**config.mk**
```make
export PLATFORM = sky130hd
export DESIGN_NAME = spwm_channel
export DESIGN_NICKNAME = d
export VERILOG_FILES = /design/src/include/spwm_pkg.sv /design/src/core/spwm_channel.sv /design/src/core/spwm_timer.sv
export SDC_FILE = /design/constraint.sdc
export NUM_CORES = 1
export LEC_CHECK = 0
export BUFFER_PORTS_ARGS = -buffer_cell sky130_fd_sc_hd__clkbuf_2
export CAP_MARGIN = 20
export CORE_MARGIN = 8
export CORE_UTILIZATION = 45
export CTS_BUF_LIST = sky130_fd_sc_hd__clkbuf_2
export CTS_CLUSTER_SIZE = 8
export DETAILED_ROUTE_END_ITERATION = 10
export GPL_TIMING_DRIVEN = 0
export PLACE_DENSITY_LB_ADDON = 0.12
export SYNTH_ARGS = -nofsm -noshare
export SYNTH_HDL_FRONTEND = slang
export SYNTH_SLANG_ARGS = --single-unit
```
**constraint.sdc**
```tcl
create_clock -name clk -period 4.07 [get_ports clk]
set_clock_uncertainty 0.15 [all_clocks]
set_input_delay 0.814 -clock clk [delete_from_list [all_inputs] [get_ports clk]]
set_output_delay 0.814 -clock clk [all_outputs]
set_load 0.01 [all_outputs]
```
**src/include/spwm_pkg.sv**
```systemverilog
package spwm_pkg;
	// ------------------------------------------------------------
	// Register byte addresses
	// ------------------------------------------------------------
	localparam logic [11:0] ADDR_CHANNEL_CONTROL = 12'h000;
	localparam logic [11:0] ADDR_DUTY_MSB_WRITE  = 12'h004;
	localparam logic [11:0] ADDR_DUTY_ACTIVE     = 12'h008;
	localparam logic [11:0] ADDR_TIMER_SELECT    = 12'h00C;
	localparam logic [11:0] ADDR_PIN_CONTROL     = 12'h010;
	localparam logic [11:0] ADDR_STATUS          = 12'h014;
	localparam logic [11:0] ADDR_TIMER_BASE      = 12'h020;
	localparam logic [11:0] TIMER_STRIDE         = 12'h010;
	localparam logic [11:0] TOFF_CONTROL         = 12'h000;
	localparam logic [11:0] TOFF_PERIOD          = 12'h004;
	localparam logic [11:0] TOFF_COUNT           = 12'h008;
	localparam logic [11:0] TOFF_FLAG            = 12'h00C;

	// ------------------------------------------------------------
	// Field positions and codes
	// ------------------------------------------------------------
	localparam int          CTRL_DLSB_LO     = 4;
	localparam int          CTRL_MODE_HI     = 3;
	localparam logic [3:0]  MODE_PWM_A       = 4'hC;
	localparam logic [3:0]  MODE_PWM_MASK    = 4'hC;
	localparam int          TCON_RUN_BIT     = 2;
	localparam logic [1:0]  PRESCALE_1       = 2'h0;
	localparam logic [1:0]  PRESCALE_4       = 2'h1;
	localparam int          NUM_TIMERS       = 3;

	// ------------------------------------------------------------
	// Reset values
	// ------------------------------------------------------------
	localparam logic [7:0]  RST_CONTROL      = 8'h00;
	localparam logic [7:0]  RST_DUTY         = 8'h00;
	localparam logic [7:0]  RST_PERIOD       = 8'hFF;
	localparam logic [7:0]  RST_TCON         = 8'h00;
	localparam logic [1:0]  RST_TSEL         = 2'h0;
	localparam logic        RST_DIR          = 1'b1;
endpackage

```
**src/core/spwm_channel.sv**
```systemverilog
// Functional notes
// - Timer clears on the increment after count equals period limit
// - Output goes high at period start unless duty is zero
// - Period match copies written duty into active buffer
// - Duty is 10 bits: msb byte plus control bits 5:4
// - Duty writes accepted anytime, effective only at next match
// - Active duty buffer is read-only while PWM mode is active
// - Duty is double buffered in active byte plus 2-bit latch
// - Time base is count plus clock quarter or prescaler bits
// - Output goes low when time base equals buffered duty
// - Period is (limit+1) times 4 clocks times prescale
// - No postscaler affects PWM timing
// - High time is duty times clock times prescale
// - Two-bit select field picks one of three timers
// - Resolution reaches 10 bits only with limit 255
// - Duty beyond period never clears, output stays unchanged
// - Sleep freezes timer and state, pin keeps its level
// - Prescale ratios are 1, 4 and 16
// - Zero control register releases the output pin
// - Reset clears registers except period limit (FF) and pin direction (1), and sets pin to input
module spwm_channel
	import spwm_pkg::*;
(
	input  wire logic        clk,
	input  wire logic        nrst,
	input  wire logic        sleep,
	input  wire logic        psel,
	input  wire logic        penable,
	input  wire logic        pwrite,
	input  wire logic [11:0] paddr,
	input  wire logic [31:0] pwdata,
	output logic      [31:0] prdata,
	output logic             pready,
	output logic             pslverr,
	output logic             pwm_output_pin,
	output logic             pwm_output_pin_oe_n,
	output logic             pwm_active
);
	// ------------------------------------------------------------
	// Registers
	// ------------------------------------------------------------
	logic [7:0]            channel_control_reg;
	logic [7:0]            duty_msb_write_reg;
	logic [7:0]            duty_active_buffer;
	logic [1:0]            duty_lsb_latch;
	logic [1:0]            timer_select_field;
	logic                  pin_direction_bit;
	logic [7:0]            timer_control_reg [NUM_TIMERS];
	logic [7:0]            period_limit_reg  [NUM_TIMERS];
	logic [7:0]            period_timer_count[NUM_TIMERS];
	logic [1:0]            tsub              [NUM_TIMERS];
	logic [NUM_TIMERS-1:0] tmatch;
	logic [NUM_TIMERS-1:0] timer_match_flag;
	logic [NUM_TIMERS-1:0] count_wr;
	logic [NUM_TIMERS-1:0] flag_clr;
	logic                  pwm_level;

	logic        wr_en;
	logic        rd_en;
	logic        pwm_mode;
	logic [1:0]  duty_lsb_bits;
	logic [9:0]  time_base;
	logic [9:0]  active_duty;
	logic [9:0]  written_duty;
	logic        sel_match;
	logic [1:0]  tidx;
	logic [11:0] toff;
	logic        tsel_ok;
	logic        mapped;
	logic [31:0] next_prdata;

	// APB access strobes; slave answers in the first access cycle
	assign wr_en = psel && penable && pwrite && pready;
	assign rd_en = psel && !penable && !pwrite;
	assign pwm_mode      = (channel_control_reg[CTRL_MODE_HI:0] & MODE_PWM_MASK) == MODE_PWM_A;
	assign duty_lsb_bits = channel_control_reg[CTRL_DLSB_LO+1:CTRL_DLSB_LO];
	assign written_duty  = {duty_msb_write_reg, duty_lsb_bits};
	assign active_duty   = {duty_active_buffer, duty_lsb_latch};

	// Timer window decode
	always_comb begin
		tidx    = 2'h0;
		toff    = 12'h000;
		tsel_ok = 1'b0;
		if (paddr >= ADDR_TIMER_BASE && paddr < ADDR_TIMER_BASE + TIMER_STRIDE) begin
			tidx    = 2'h0;
			toff    = paddr - ADDR_TIMER_BASE;
			tsel_ok = 1'b1;
		end else if (paddr >= ADDR_TIMER_BASE + TIMER_STRIDE &&
		             paddr < ADDR_TIMER_BASE + 12'h002 * TIMER_STRIDE) begin
			tidx    = 2'h1;
			toff    = paddr - ADDR_TIMER_BASE - TIMER_STRIDE;
			tsel_ok = 1'b1;
		end else if (paddr >= ADDR_TIMER_BASE + 12'h002 * TIMER_STRIDE &&
		             paddr < ADDR_TIMER_BASE + 12'h003 * TIMER_STRIDE) begin
			tidx    = 2'h2;
			toff    = paddr - ADDR_TIMER_BASE - 12'h002 * TIMER_STRIDE;
			tsel_ok = 1'b1;
		end
	end

	// ------------------------------------------------------------
	// Shared timers
	// ------------------------------------------------------------
	genvar g;
	generate
		for (g = 0; g < NUM_TIMERS; g++) begin : g_tmr
			assign count_wr[g] = wr_en && tsel_ok && tidx == 2'(g) && toff == TOFF_COUNT;
			assign flag_clr[g] = wr_en && tsel_ok && tidx == 2'(g) && toff == TOFF_FLAG && !pwdata[0];
			// Only prescaler and period limit shape timing; no postscaler
			spwm_timer u_tmr (
				.clk       (clk),
				.nrst      (nrst),
				.sleep     (sleep),
				.run       (timer_control_reg[g][TCON_RUN_BIT]),
				.prescale  (timer_control_reg[g][1:0]),
				.period    (period_limit_reg[g]),
				.count_wr  (count_wr[g]),
				.flag_clr  (flag_clr[g]),
				.count     (period_timer_count[g]),
				.sub       (tsub[g]),
				.match_evt (tmatch[g]),
				.flag      (timer_match_flag[g])
			);

			// Timer control and period registers
			always_ff @(posedge clk) begin
				if (!nrst) begin
					timer_control_reg[g] <= RST_TCON;
					period_limit_reg[g]  <= RST_PERIOD;
				end else if (wr_en && tsel_ok && tidx == 2'(g)) begin
					if (toff == TOFF_CONTROL)
						timer_control_reg[g] <= pwdata[7:0];
					if (toff == TOFF_PERIOD)
						period_limit_reg[g] <= pwdata[7:0];
				end
			end
		end
	endgenerate

	// Selected timer source; select code 3 is treated as timer 0
	always_comb begin
		case (timer_select_field)
			2'h1:    begin time_base = {period_timer_count[1], tsub[1]}; sel_match = tmatch[1]; end
			2'h2:    begin time_base = {period_timer_count[2], tsub[2]}; sel_match = tmatch[2]; end
			default: begin time_base = {period_timer_count[0], tsub[0]}; sel_match = tmatch[0]; end
		endcase
	end

	// ------------------------------------------------------------
	// Channel software registers
	// ------------------------------------------------------------
	always_ff @(posedge clk) begin
		if (!nrst) begin
			channel_control_reg <= RST_CONTROL;
			duty_msb_write_reg  <= RST_DUTY;
			timer_select_field  <= RST_TSEL;
			pin_direction_bit   <= RST_DIR;
		end else if (wr_en) begin
			if (paddr == ADDR_CHANNEL_CONTROL)
				channel_control_reg <= pwdata[7:0];
			if (paddr == ADDR_DUTY_MSB_WRITE)
				duty_msb_write_reg <= pwdata[7:0];
			if (paddr == ADDR_TIMER_SELECT)
				timer_select_field <= pwdata[1:0];
			if (paddr == ADDR_PIN_CONTROL)
				pin_direction_bit <= pwdata[0];
		end
	end

	// Active duty buffer: loads at match, writable only outside PWM
	always_ff @(posedge clk) begin
		if (!nrst) begin
			duty_active_buffer <= RST_DUTY;
			duty_lsb_latch     <= 2'h0;
		end else if (pwm_mode && sel_match) begin
			duty_active_buffer <= written_duty[9:2];
			duty_lsb_latch     <= written_duty[1:0];
		end else if (wr_en && !pwm_mode && paddr == ADDR_DUTY_ACTIVE) begin
			duty_active_buffer <= pwdata[7:0];
		end
	end

	// ------------------------------------------------------------
	// Waveform
	// ------------------------------------------------------------
	always_ff @(posedge clk) begin
		if (!nrst)
			pwm_level <= 1'b0;
		else if (!pwm_mode)
			pwm_level <= 1'b0;
		else if (sel_match)
			pwm_level <= (written_duty != 10'h000);
		else if (time_base == active_duty)
			pwm_level <= 1'b0;
		else if (sleep)
			pwm_level <= pwm_level;
	end

	// Pin drive and release; pin drops as the time base reaches the duty,
	// so the high time is exactly duty steps and not one clock longer
	always_ff @(posedge clk) begin
		if (!nrst) begin
			pwm_output_pin      <= 1'b0;
			pwm_output_pin_oe_n <= 1'b1;
			pwm_active          <= 1'b0;
		end else begin
			pwm_output_pin      <= pwm_level && (time_base != active_duty);
			pwm_output_pin_oe_n <= !(pwm_mode && !pin_direction_bit);
			pwm_active          <= pwm_mode;
		end
	end

	// ------------------------------------------------------------
	// APB read path and answer
	// ------------------------------------------------------------
	always_comb begin
		next_prdata = 32'h0000_0000;
		mapped      = 1'b1;
		if (tsel_ok) begin
			case (toff)
				TOFF_CONTROL: next_prdata[7:0] = timer_control_reg[tidx];
				TOFF_PERIOD:  next_prdata[7:0] = period_limit_reg[tidx];
				TOFF_COUNT:   next_prdata[7:0] = period_timer_count[tidx];
				TOFF_FLAG:    next_prdata[0]   = timer_match_flag[tidx];
				default:      mapped           = 1'b0;
			endcase
		end else if (paddr == ADDR_CHANNEL_CONTROL)
			next_prdata[7:0] = channel_control_reg;
		else if (paddr == ADDR_DUTY_MSB_WRITE)
			next_prdata[7:0] = duty_msb_write_reg;
		else if (paddr == ADDR_DUTY_ACTIVE)
			next_prdata[9:0] = active_duty;
		else if (paddr == ADDR_TIMER_SELECT)
			next_prdata[1:0] = timer_select_field;
		else if (paddr == ADDR_PIN_CONTROL)
			next_prdata[0] = pin_direction_bit;
		else if (paddr == ADDR_STATUS)
			next_prdata[1:0] = {pwm_level, pwm_mode};
		else
			mapped = 1'b0;
	end

	// Data captured in setup, ready in the access cycle
	always_ff @(posedge clk) begin
		if (!nrst) begin
			prdata  <= 32'h0000_0000;
			pready  <= 1'b0;
			pslverr <= 1'b0;
		end else begin
			pready  <= psel && !penable;
			pslverr <= psel && !penable && !mapped;
			if (rd_en)
				prdata <= next_prdata;
		end
	end
endmodule

```
**src/core/spwm_timer.sv**
```systemverilog
// One shared 8-bit period timer with 1/4/16 prescaler
module spwm_timer
	import spwm_pkg::*;
(
	input  wire logic       clk,
	input  wire logic       nrst,
	input  wire logic       sleep,
	input  wire logic       run,
	input  wire logic [1:0] prescale,
	input  wire logic [7:0] period,
	input  wire logic       count_wr,
	input  wire logic       flag_clr,
	output logic      [7:0] count,
	output logic      [1:0] sub,
	output logic            match_evt,
	output logic            flag
);
	logic [3:0] pre;
	logic [5:0] pre_full;
	logic       tick;
	logic       wrap;

	// --------------------------------------------------------
	// Increment strobe: one per 4 clocks times prescale
	// --------------------------------------------------------
	// Decoded from the full counter so 1:16 strobes once, not four times
	always_comb begin
		case (prescale)
			PRESCALE_1: wrap = (pre_full[1:0] == 2'h3);
			PRESCALE_4: wrap = (pre_full[3:0] == 4'hF);
			default:    wrap = (pre_full == 6'h3F);
		endcase
	end
	// Sub-count bits: clock quarter at 1:1, prescaler bits above
	always_comb begin
		case (prescale)
			PRESCALE_1: sub = pre[1:0];
			PRESCALE_4: sub = pre[3:2];
			default:    sub = pre[3:2];
		endcase
	end
	assign tick      = run && !sleep && wrap;
	assign match_evt = tick && (count == period);

	// Prescaler and quarter counter; 1:16 uses the top four bits
	assign pre = (prescale == PRESCALE_1) ? {2'h0, pre_full[1:0]} :
	             (prescale == PRESCALE_4) ? pre_full[3:0] : pre_full[5:2];
	always_ff @(posedge clk) begin
		if (!nrst)
			pre_full <= 6'h00;
		else if (run && !sleep)
			pre_full <= (prescale == PRESCALE_1 && pre_full[1:0] == 2'h3) ? 6'h00 :
			            (prescale == PRESCALE_4 && pre_full[3:0] == 4'hF) ? 6'h00 :
			            pre_full + 6'h01;
	end

	// Timer count clears on the match increment, the one taken while count equals period
	always_ff @(posedge clk) begin
		if (!nrst)
			count <= 8'h00;
		else if (count_wr)
			count <= 8'h00;
		else if (match_evt)
			count <= 8'h00;
		else if (tick)
			count <= count + 8'h01;
	end

	// Match flag: set wins over clear
	always_ff @(posedge clk) begin
		if (!nrst)
			flag <= 1'b0;
		else if (match_evt)
			flag <= 1'b1;
		else if (flag_clr)
			flag <= 1'b0;
	end
endmodule

```
==> reports/metrics.cfg, run 1 <==
[outcome]
outcome=finished, final reports clean

[sta]
rsz0062_at_grt=no
max-slew-margin-rel=0.305
tightest_slew_ns=1.03
period_needed_ns=3.53
hold_ws_ns=0.176
post-route-period-util=0.868
setup_viol=0
setup_tns_ns=0
slew_violations=0
hold_viol=0
fmax_ghz=0.283

[setup_path]
r2r_cells=8
critPathCaptureType=flip-flop
arrival_ns=3.89
rr_startpoint=timer_control_reg[2][2]$_SDFFCE_PN0P_
cp_cell_sequence=clkbuf_2 > clkbuf_1 > inv_1 > ha_1 > xnor2_1 > xnor2_1 > nor4_1 > o22a_1 > nand4_2 > o31ai_1 > buf_2
rrSetupSlack_ns=1.05
cp_slowest_cell=o31ai_1
cp_top_family=buffers and inverters
rr_endpoint=duty_active_buffer[7]$_SDFFE_PN0P_
cp_data_required_time_ns=4.43
crit_buf_inv=4
setup.worst_path.class=input port to flip-flop
crit_fanout=10
setup.worst_path.start=paddr[6]
max_stage_delay_ns=0.59
critPathLaunchType=input port
crit_path_frequent_cell=xnor2_1

[finish]
fillers=1710
multi_input_area_um2=4260
syn_to_final_growth_pct=10.9
nNetsFinal=1056
fin_util=0.508
final_area_um2=8720
final-seq-area_um2=3240
drive_above_1_share=0.126

[logic_synthesis]
synth_edf_count=48
synth_mux_area_frac=0.0307
synthesis.area_um2=7860
synth_top_family_by_area=simple AND/OR/NAND/NOR gates
ys_types=70
synth_area_leaders=dfxtp_1, edfxtp_1, nand2_1, nor2_1, xor2_1
synthAdderAreaFrac=0.0255
ys_seq_area_frac=0.413
yosys.area_share.simple=0.229
yosys_warnings=0
ys_ff_latch=138
netlist_instances=907
yosysTopAreaCell=dfxtp_1
ys_top_cells_by_count=nand2_1, nor2_1, dfxtp_1
synth_top_area_share=0.229
synthMostInstantiatedCell=nand2_1
synth-xor-area-share=0.0788
syn_area_per_cell_um2=8.66
synth-compound-area-share=0.167
synth_flop_cell=dfxtp_1
async_reset_ff_frac=0

[min_path]
min_path_cells=2
min_from=psel
min_to=pready$_SDFF_PN0_
min_path_type=input port to flip-flop

[floorplan]
die_w_um=148
io_pins=87
die_h_um=148
start_util=0.457
core_um2=17200
std_cell_rows=48
fp.dieArea_um2=21900

[routing]
vias=7245
ant_nets=0
drt_iter0_drc=737
avgRoutedWirePerCell_um=21.2
vias_per_cell=5.90
drc=0
first_pass_iters=5
wirelength_um=26100

[placed_design]
place_area_um2=8450
gp_congestion=0.980
hpwl_um=20000
portBuffers=40

[clock_network]
root_buffer=clkbuf_2
insertion_delay_ns=0.77
cts_tree=done
cts-htree-levels=4
clock_sinks=138
cts_buffers=17
ctsHoldBuffers=0
postCtsResizedCells=0
cts_setup_buffers=0
clockBufferDepth=2
clk_pin_slew_ns=0.27

[global_route]
track_usage=0.238
antenna_found_initial=1
globalRouteOverflowTotal=0
grt_max_degree=17
grt_pass1_wl_um=40200
first_global_vias=6840

[run]
maxCapViolations=0

[power]
powerDensity_nw_per_um2=298
leakage_nw=3.10
vdd.ir_drop.worst_v=0.000161
power_mw=2.60

cells in the final DEF (no fill, tap or decap), drive strengths merged, types with 32 or more instances in the layout:
cell type  instances
nand2            115
nor2             112
clkbuf            99
dfxtp             90
edfxtp            48
o21ai             48
nand3             44
xor2              36
nand4             35
xnor2             32
buf               32
cells by family after synthesis:
| logic type | count (synthesis) |
|---|---|
| compound gates | 186 |
| xor+xnor | 69 |
| fa+ha+maj | 16 |
| buf+inv | 91 |
| flops | 138 |
| mux | 24 |
| other cells | 1 |
| simple gates | 382 |
worst register-to-register path, delay by kind of cell (launching register included):
family | cells | cell delay (ns)
AOI/OAI and AO/OA | 3 | 1.21
and+or+nand+nor | 4 | 0.95
DFF | 1 | 0.39
buffers and inverters | 1 | 0.26
worst max path at each step:
| stage | slack [ns] | end | cells past startpoint |
|---|---|---|---|
| 5_1_grt | 0.30 | period_limit_reg[0][4]$_SDFFCE_PN1P_ | 11 |
| 3_5_place_dp | -0.25 | period_limit_reg[2][6]$_SDFFCE_PN1P_ | 11 |
| 6_report | 0.54 | period_limit_reg[2][3]$_SDFFCE_PN1P_ | 11 |
| 2_1_floorplan | 0.33 | period_limit_reg[0][0]$_SDFFCE_PN1P_ | 9 |
| 3_3_place_gp | -0.73 | period_limit_reg[2][3]$_SDFFCE_PN1P_ | 6 |
| 4_1_cts | 0.54 | period_limit_reg[2][1]$_SDFFCE_PN1P_ | 11 |
through the flow:
step,setup WS [ns],instances
final,0.539,1229
after global routing,0.299,1229
after global placement,-0.731,1193
after CTS,0.545,1228
after detailed placement,-0.250,1196
after floorplan,0.331,928
report_power, final:
part	switching, mW	internal (mW)	total (mW)
Sequential	0.0144	1.44	1.46
Combinational	0.133	0.0718	0.205
Clock	0.579	0.358	0.937
Total	0.727	1.87	2.60
per-layer routing:
metal  track usage  vias to the layer above  routed length (um)
met5             0                        -                   0
met3        0.0520                       54                1900
met2         0.386                      304               12100
li1              -                     3405                   -
met1         0.308                     3482               11200
met4        0.0836                        0                 840
final cells by class:
| class | count | share of cell area |
|---|---|---|
| Antenna cell | 1 | 0.000287 |
| Buffer | 71 | 0.0421 |
| Clock buffer | 17 | 0.00976 |
| Clock inverter | 15 | 0.0211 |
| Inverter | 20 | 0.00861 |
| Multi-Input combinational cell | 699 | 0.489 |
| Sequential cell | 138 | 0.372 |
| Tap cell | 225 | 0.0323 |
| Timing Repair Buffer | 43 | 0.0247 |
Note: power is estimated with default switching activity, not from simulation.
==> inputs of run 2 (changes only) <==
==> constraint.sdc (replaced) <==
create_clock -name clk -period 3.65 [get_ports clk]
set_clock_uncertainty 0.15 [all_clocks]
set_input_delay 0.73 -clock clk [delete_from_list [all_inputs] [get_ports clk]]
set_output_delay 0.73 -clock clk [all_outputs]
set_load 0.01 [all_outputs]
==> run 2 against run 1 <==
  * Sequential power rose by 12%
  * Utilization barely moved
  * Clock power rose by 11%
  * Non-clock buffer count did not move
  * Cell count did not move
  * Wire length fell by 0.28%
==> reports/metrics.cfg, run 2 (synthesis results as in run 1) <==
[outcome]
outcome=finished, final reports clean

[placed_design]
gp_congestion=0.980  ; unchanged
dp.cells=1196  ; unchanged
pre_cts_ws_ns=-0.586  ; -0.336 ns
hpwl_um=20000  ; unchanged
portBuffers=40  ; unchanged

[clock_network]
cts_tree=done
insertion_delay_ns=0.77  ; about the same
clock_sinks=138  ; unchanged
cts_buffers=17  ; unchanged
cts-htree-levels=4  ; unchanged
clk_pin_slew_ns=0.26  ; about the same
cts_setup_buffers=0  ; unchanged
clockBufferDepth=2  ; unchanged
root_buffer=clkbuf_2

[sta]
post-route-period-util=0.952
setup_ws_ns=0.175  ; -0.364 ns
rsz0062_at_grt=no
slew_violations=0  ; unchanged
period_needed_ns=3.47
setup_viol=0  ; unchanged
max-slew-margin-rel=0.284  ; -0.0208
tightest_slew_ns=1.06  ; +0.0310 ns
fmax_ghz=0.288
hold_viol=0  ; unchanged

[min_path]
min_to=pready$_SDFF_PN0_
min_path_cells=2  ; unchanged
min_path_type=input port to flip-flop
min_from=psel

[finish]
fin_cells=1229  ; unchanged
multi_input_area_um2=4270  ; +0.12%
fin_util=0.508  ; about the same
nNetsFinal=1056  ; unchanged
drive_above_1_share=0.127  ; +0.000997
mostFrequentLayoutCell=nand2_1
fillers=1712  ; +0.12%
final-seq-area_um2=3240  ; unchanged
syn_to_final_growth_pct=11.0  ; about the same
most-common-layout-cells=nand2_1, nor2_1, dfxtp_1

[setup_path]
rrSetupSlack_ns=0.62  ; -0.43 ns
crit_fanout=10  ; unchanged
rr_startpoint=timer_control_reg[2][1]$_SDFFCE_PN0P_
rr_endpoint=duty_active_buffer[4]$_SDFFE_PN0P_
setup.worst_path.class=input port to flip-flop
r2r_cells=7  ; -1
critPathLaunchType=input port
cp_data_required_time_ns=3.99  ; -0.44 ns
critPathCaptureType=flip-flop
arrival_ns=3.82  ; -0.07 ns

[floorplan]
std_cell_rows=48  ; unchanged
core_um2=17200  ; unchanged
io_pins=87  ; unchanged
die_h_um=148  ; unchanged
fp.dieArea_um2=21900  ; unchanged
start_util=0.457  ; unchanged
die_w_um=148  ; unchanged

[routing]
wirelength_um=26000  ; -0.28%
first_pass_iters=5  ; unchanged
avgRoutedWirePerCell_um=21.2  ; -0.28%
vias=7210  ; -0.48%
vias_per_cell=5.87  ; -0.48%
ant_nets=0  ; unchanged
drt_iter0_drc=753  ; +2.2%
drc=0  ; unchanged

[run]
maxCapViolations=0  ; unchanged

[power]
vdd.ir_drop.worst_v=0.000180  ; +12%
powerDensity_nw_per_um2=332  ; +11%
leakage_nw=3.10  ; about the same

[global_route]
grt_max_degree=17  ; unchanged
globalRouteOverflowTotal=0  ; unchanged
grt_pass1_wl_um=40200  ; unchanged
track_usage=0.238  ; unchanged
antenna_found_initial=1  ; unchanged
first_global_vias=6840  ; unchanged

run 2: final cells by class:
class	instances	area share
antenna	1	0.000287
inverter	20	0.00861
multi-input combinational	699	0.489
buffer	71	0.0420
clock buffer	17	0.00975
clock inverter	15	0.0211
sequential	138	0.372
tap	225	0.0323
timing repair buffer	43	0.0247
run 2: critical path, stage by stage:
cell,delay [ns]
clkbuf_2,0.09
clkbuf_1,0.33
inv_1,0.18
ha_1,0.31
xnor2_1,0.23
xnor2_1,0.11
nor4_1,0.38
o22a_1,0.25
nand4_2,0.30
o31ai_1,0.61
buf_2,0.30
run 2: report_power, final:
group / total, mW / switching (mW) / internal (mW)
clock: 1.04 / 0.646 / 0.399
combinational: 0.228 / 0.148 / 0.0803
sequential: 1.63 / 0.0160 / 1.61
total: 2.90 / 0.810 / 2.09
run 2: what timing repair did:
action,in CTS,in global routing
hold buffers,0,0
resized for setup,0,1
setup endpoints to repair,0,6
run 2: worst max path at each step:
| stage | from | end | slack (ns) | depth (start not counted) |
|---|---|---|---|---|
| 2_1_floorplan | paddr[6] | period_limit_reg[0][0]$_SDFFCE_PN1P_ | -0.005 | 9 |
| 3_3_place_gp | paddr[0] | period_limit_reg[2][3]$_SDFFCE_PN1P_ | -1.07 | 6 |
| 3_5_place_dp | paddr[6] | period_limit_reg[2][6]$_SDFFCE_PN1P_ | -0.59 | 11 |
| 4_1_cts | paddr[6] | period_limit_reg[2][1]$_SDFFCE_PN1P_ | 0.21 | 11 |
| 5_1_grt | paddr[6] | period_limit_reg[2][2]$_SDFFCE_PN1P_ | 0.004 | 11 |
| 6_report | paddr[6] | period_limit_reg[2][2]$_SDFFCE_PN1P_ | 0.18 | 11 |
run 2: layer usage:
metal / wire (um) / global-route usage / part of all wire
met5: 0 / 0 / 0
met4: 824 / 0.0836 / 0.032
met3: 2010 / 0.0520 / 0.077
met2: 12100 / 0.386 / 0.47
met1: 11100 / 0.308 / 0.43
run 2: per-stage QoR:
step	setup TNS [ns]	area, um2	hold slack [ns]	power, mW
5_1_grt	0	8720	0.0769	2.99
3_5_place_dp	-33.53	8450	0.310	1.88
6_report	0	8720	0.0999	2.90
2_1_floorplan	-0.109	7940	0.284	1.79
4_1_cts	0	8710	0.0638	2.91
3_3_place_gp	-63.85	8420	0.303	1.88
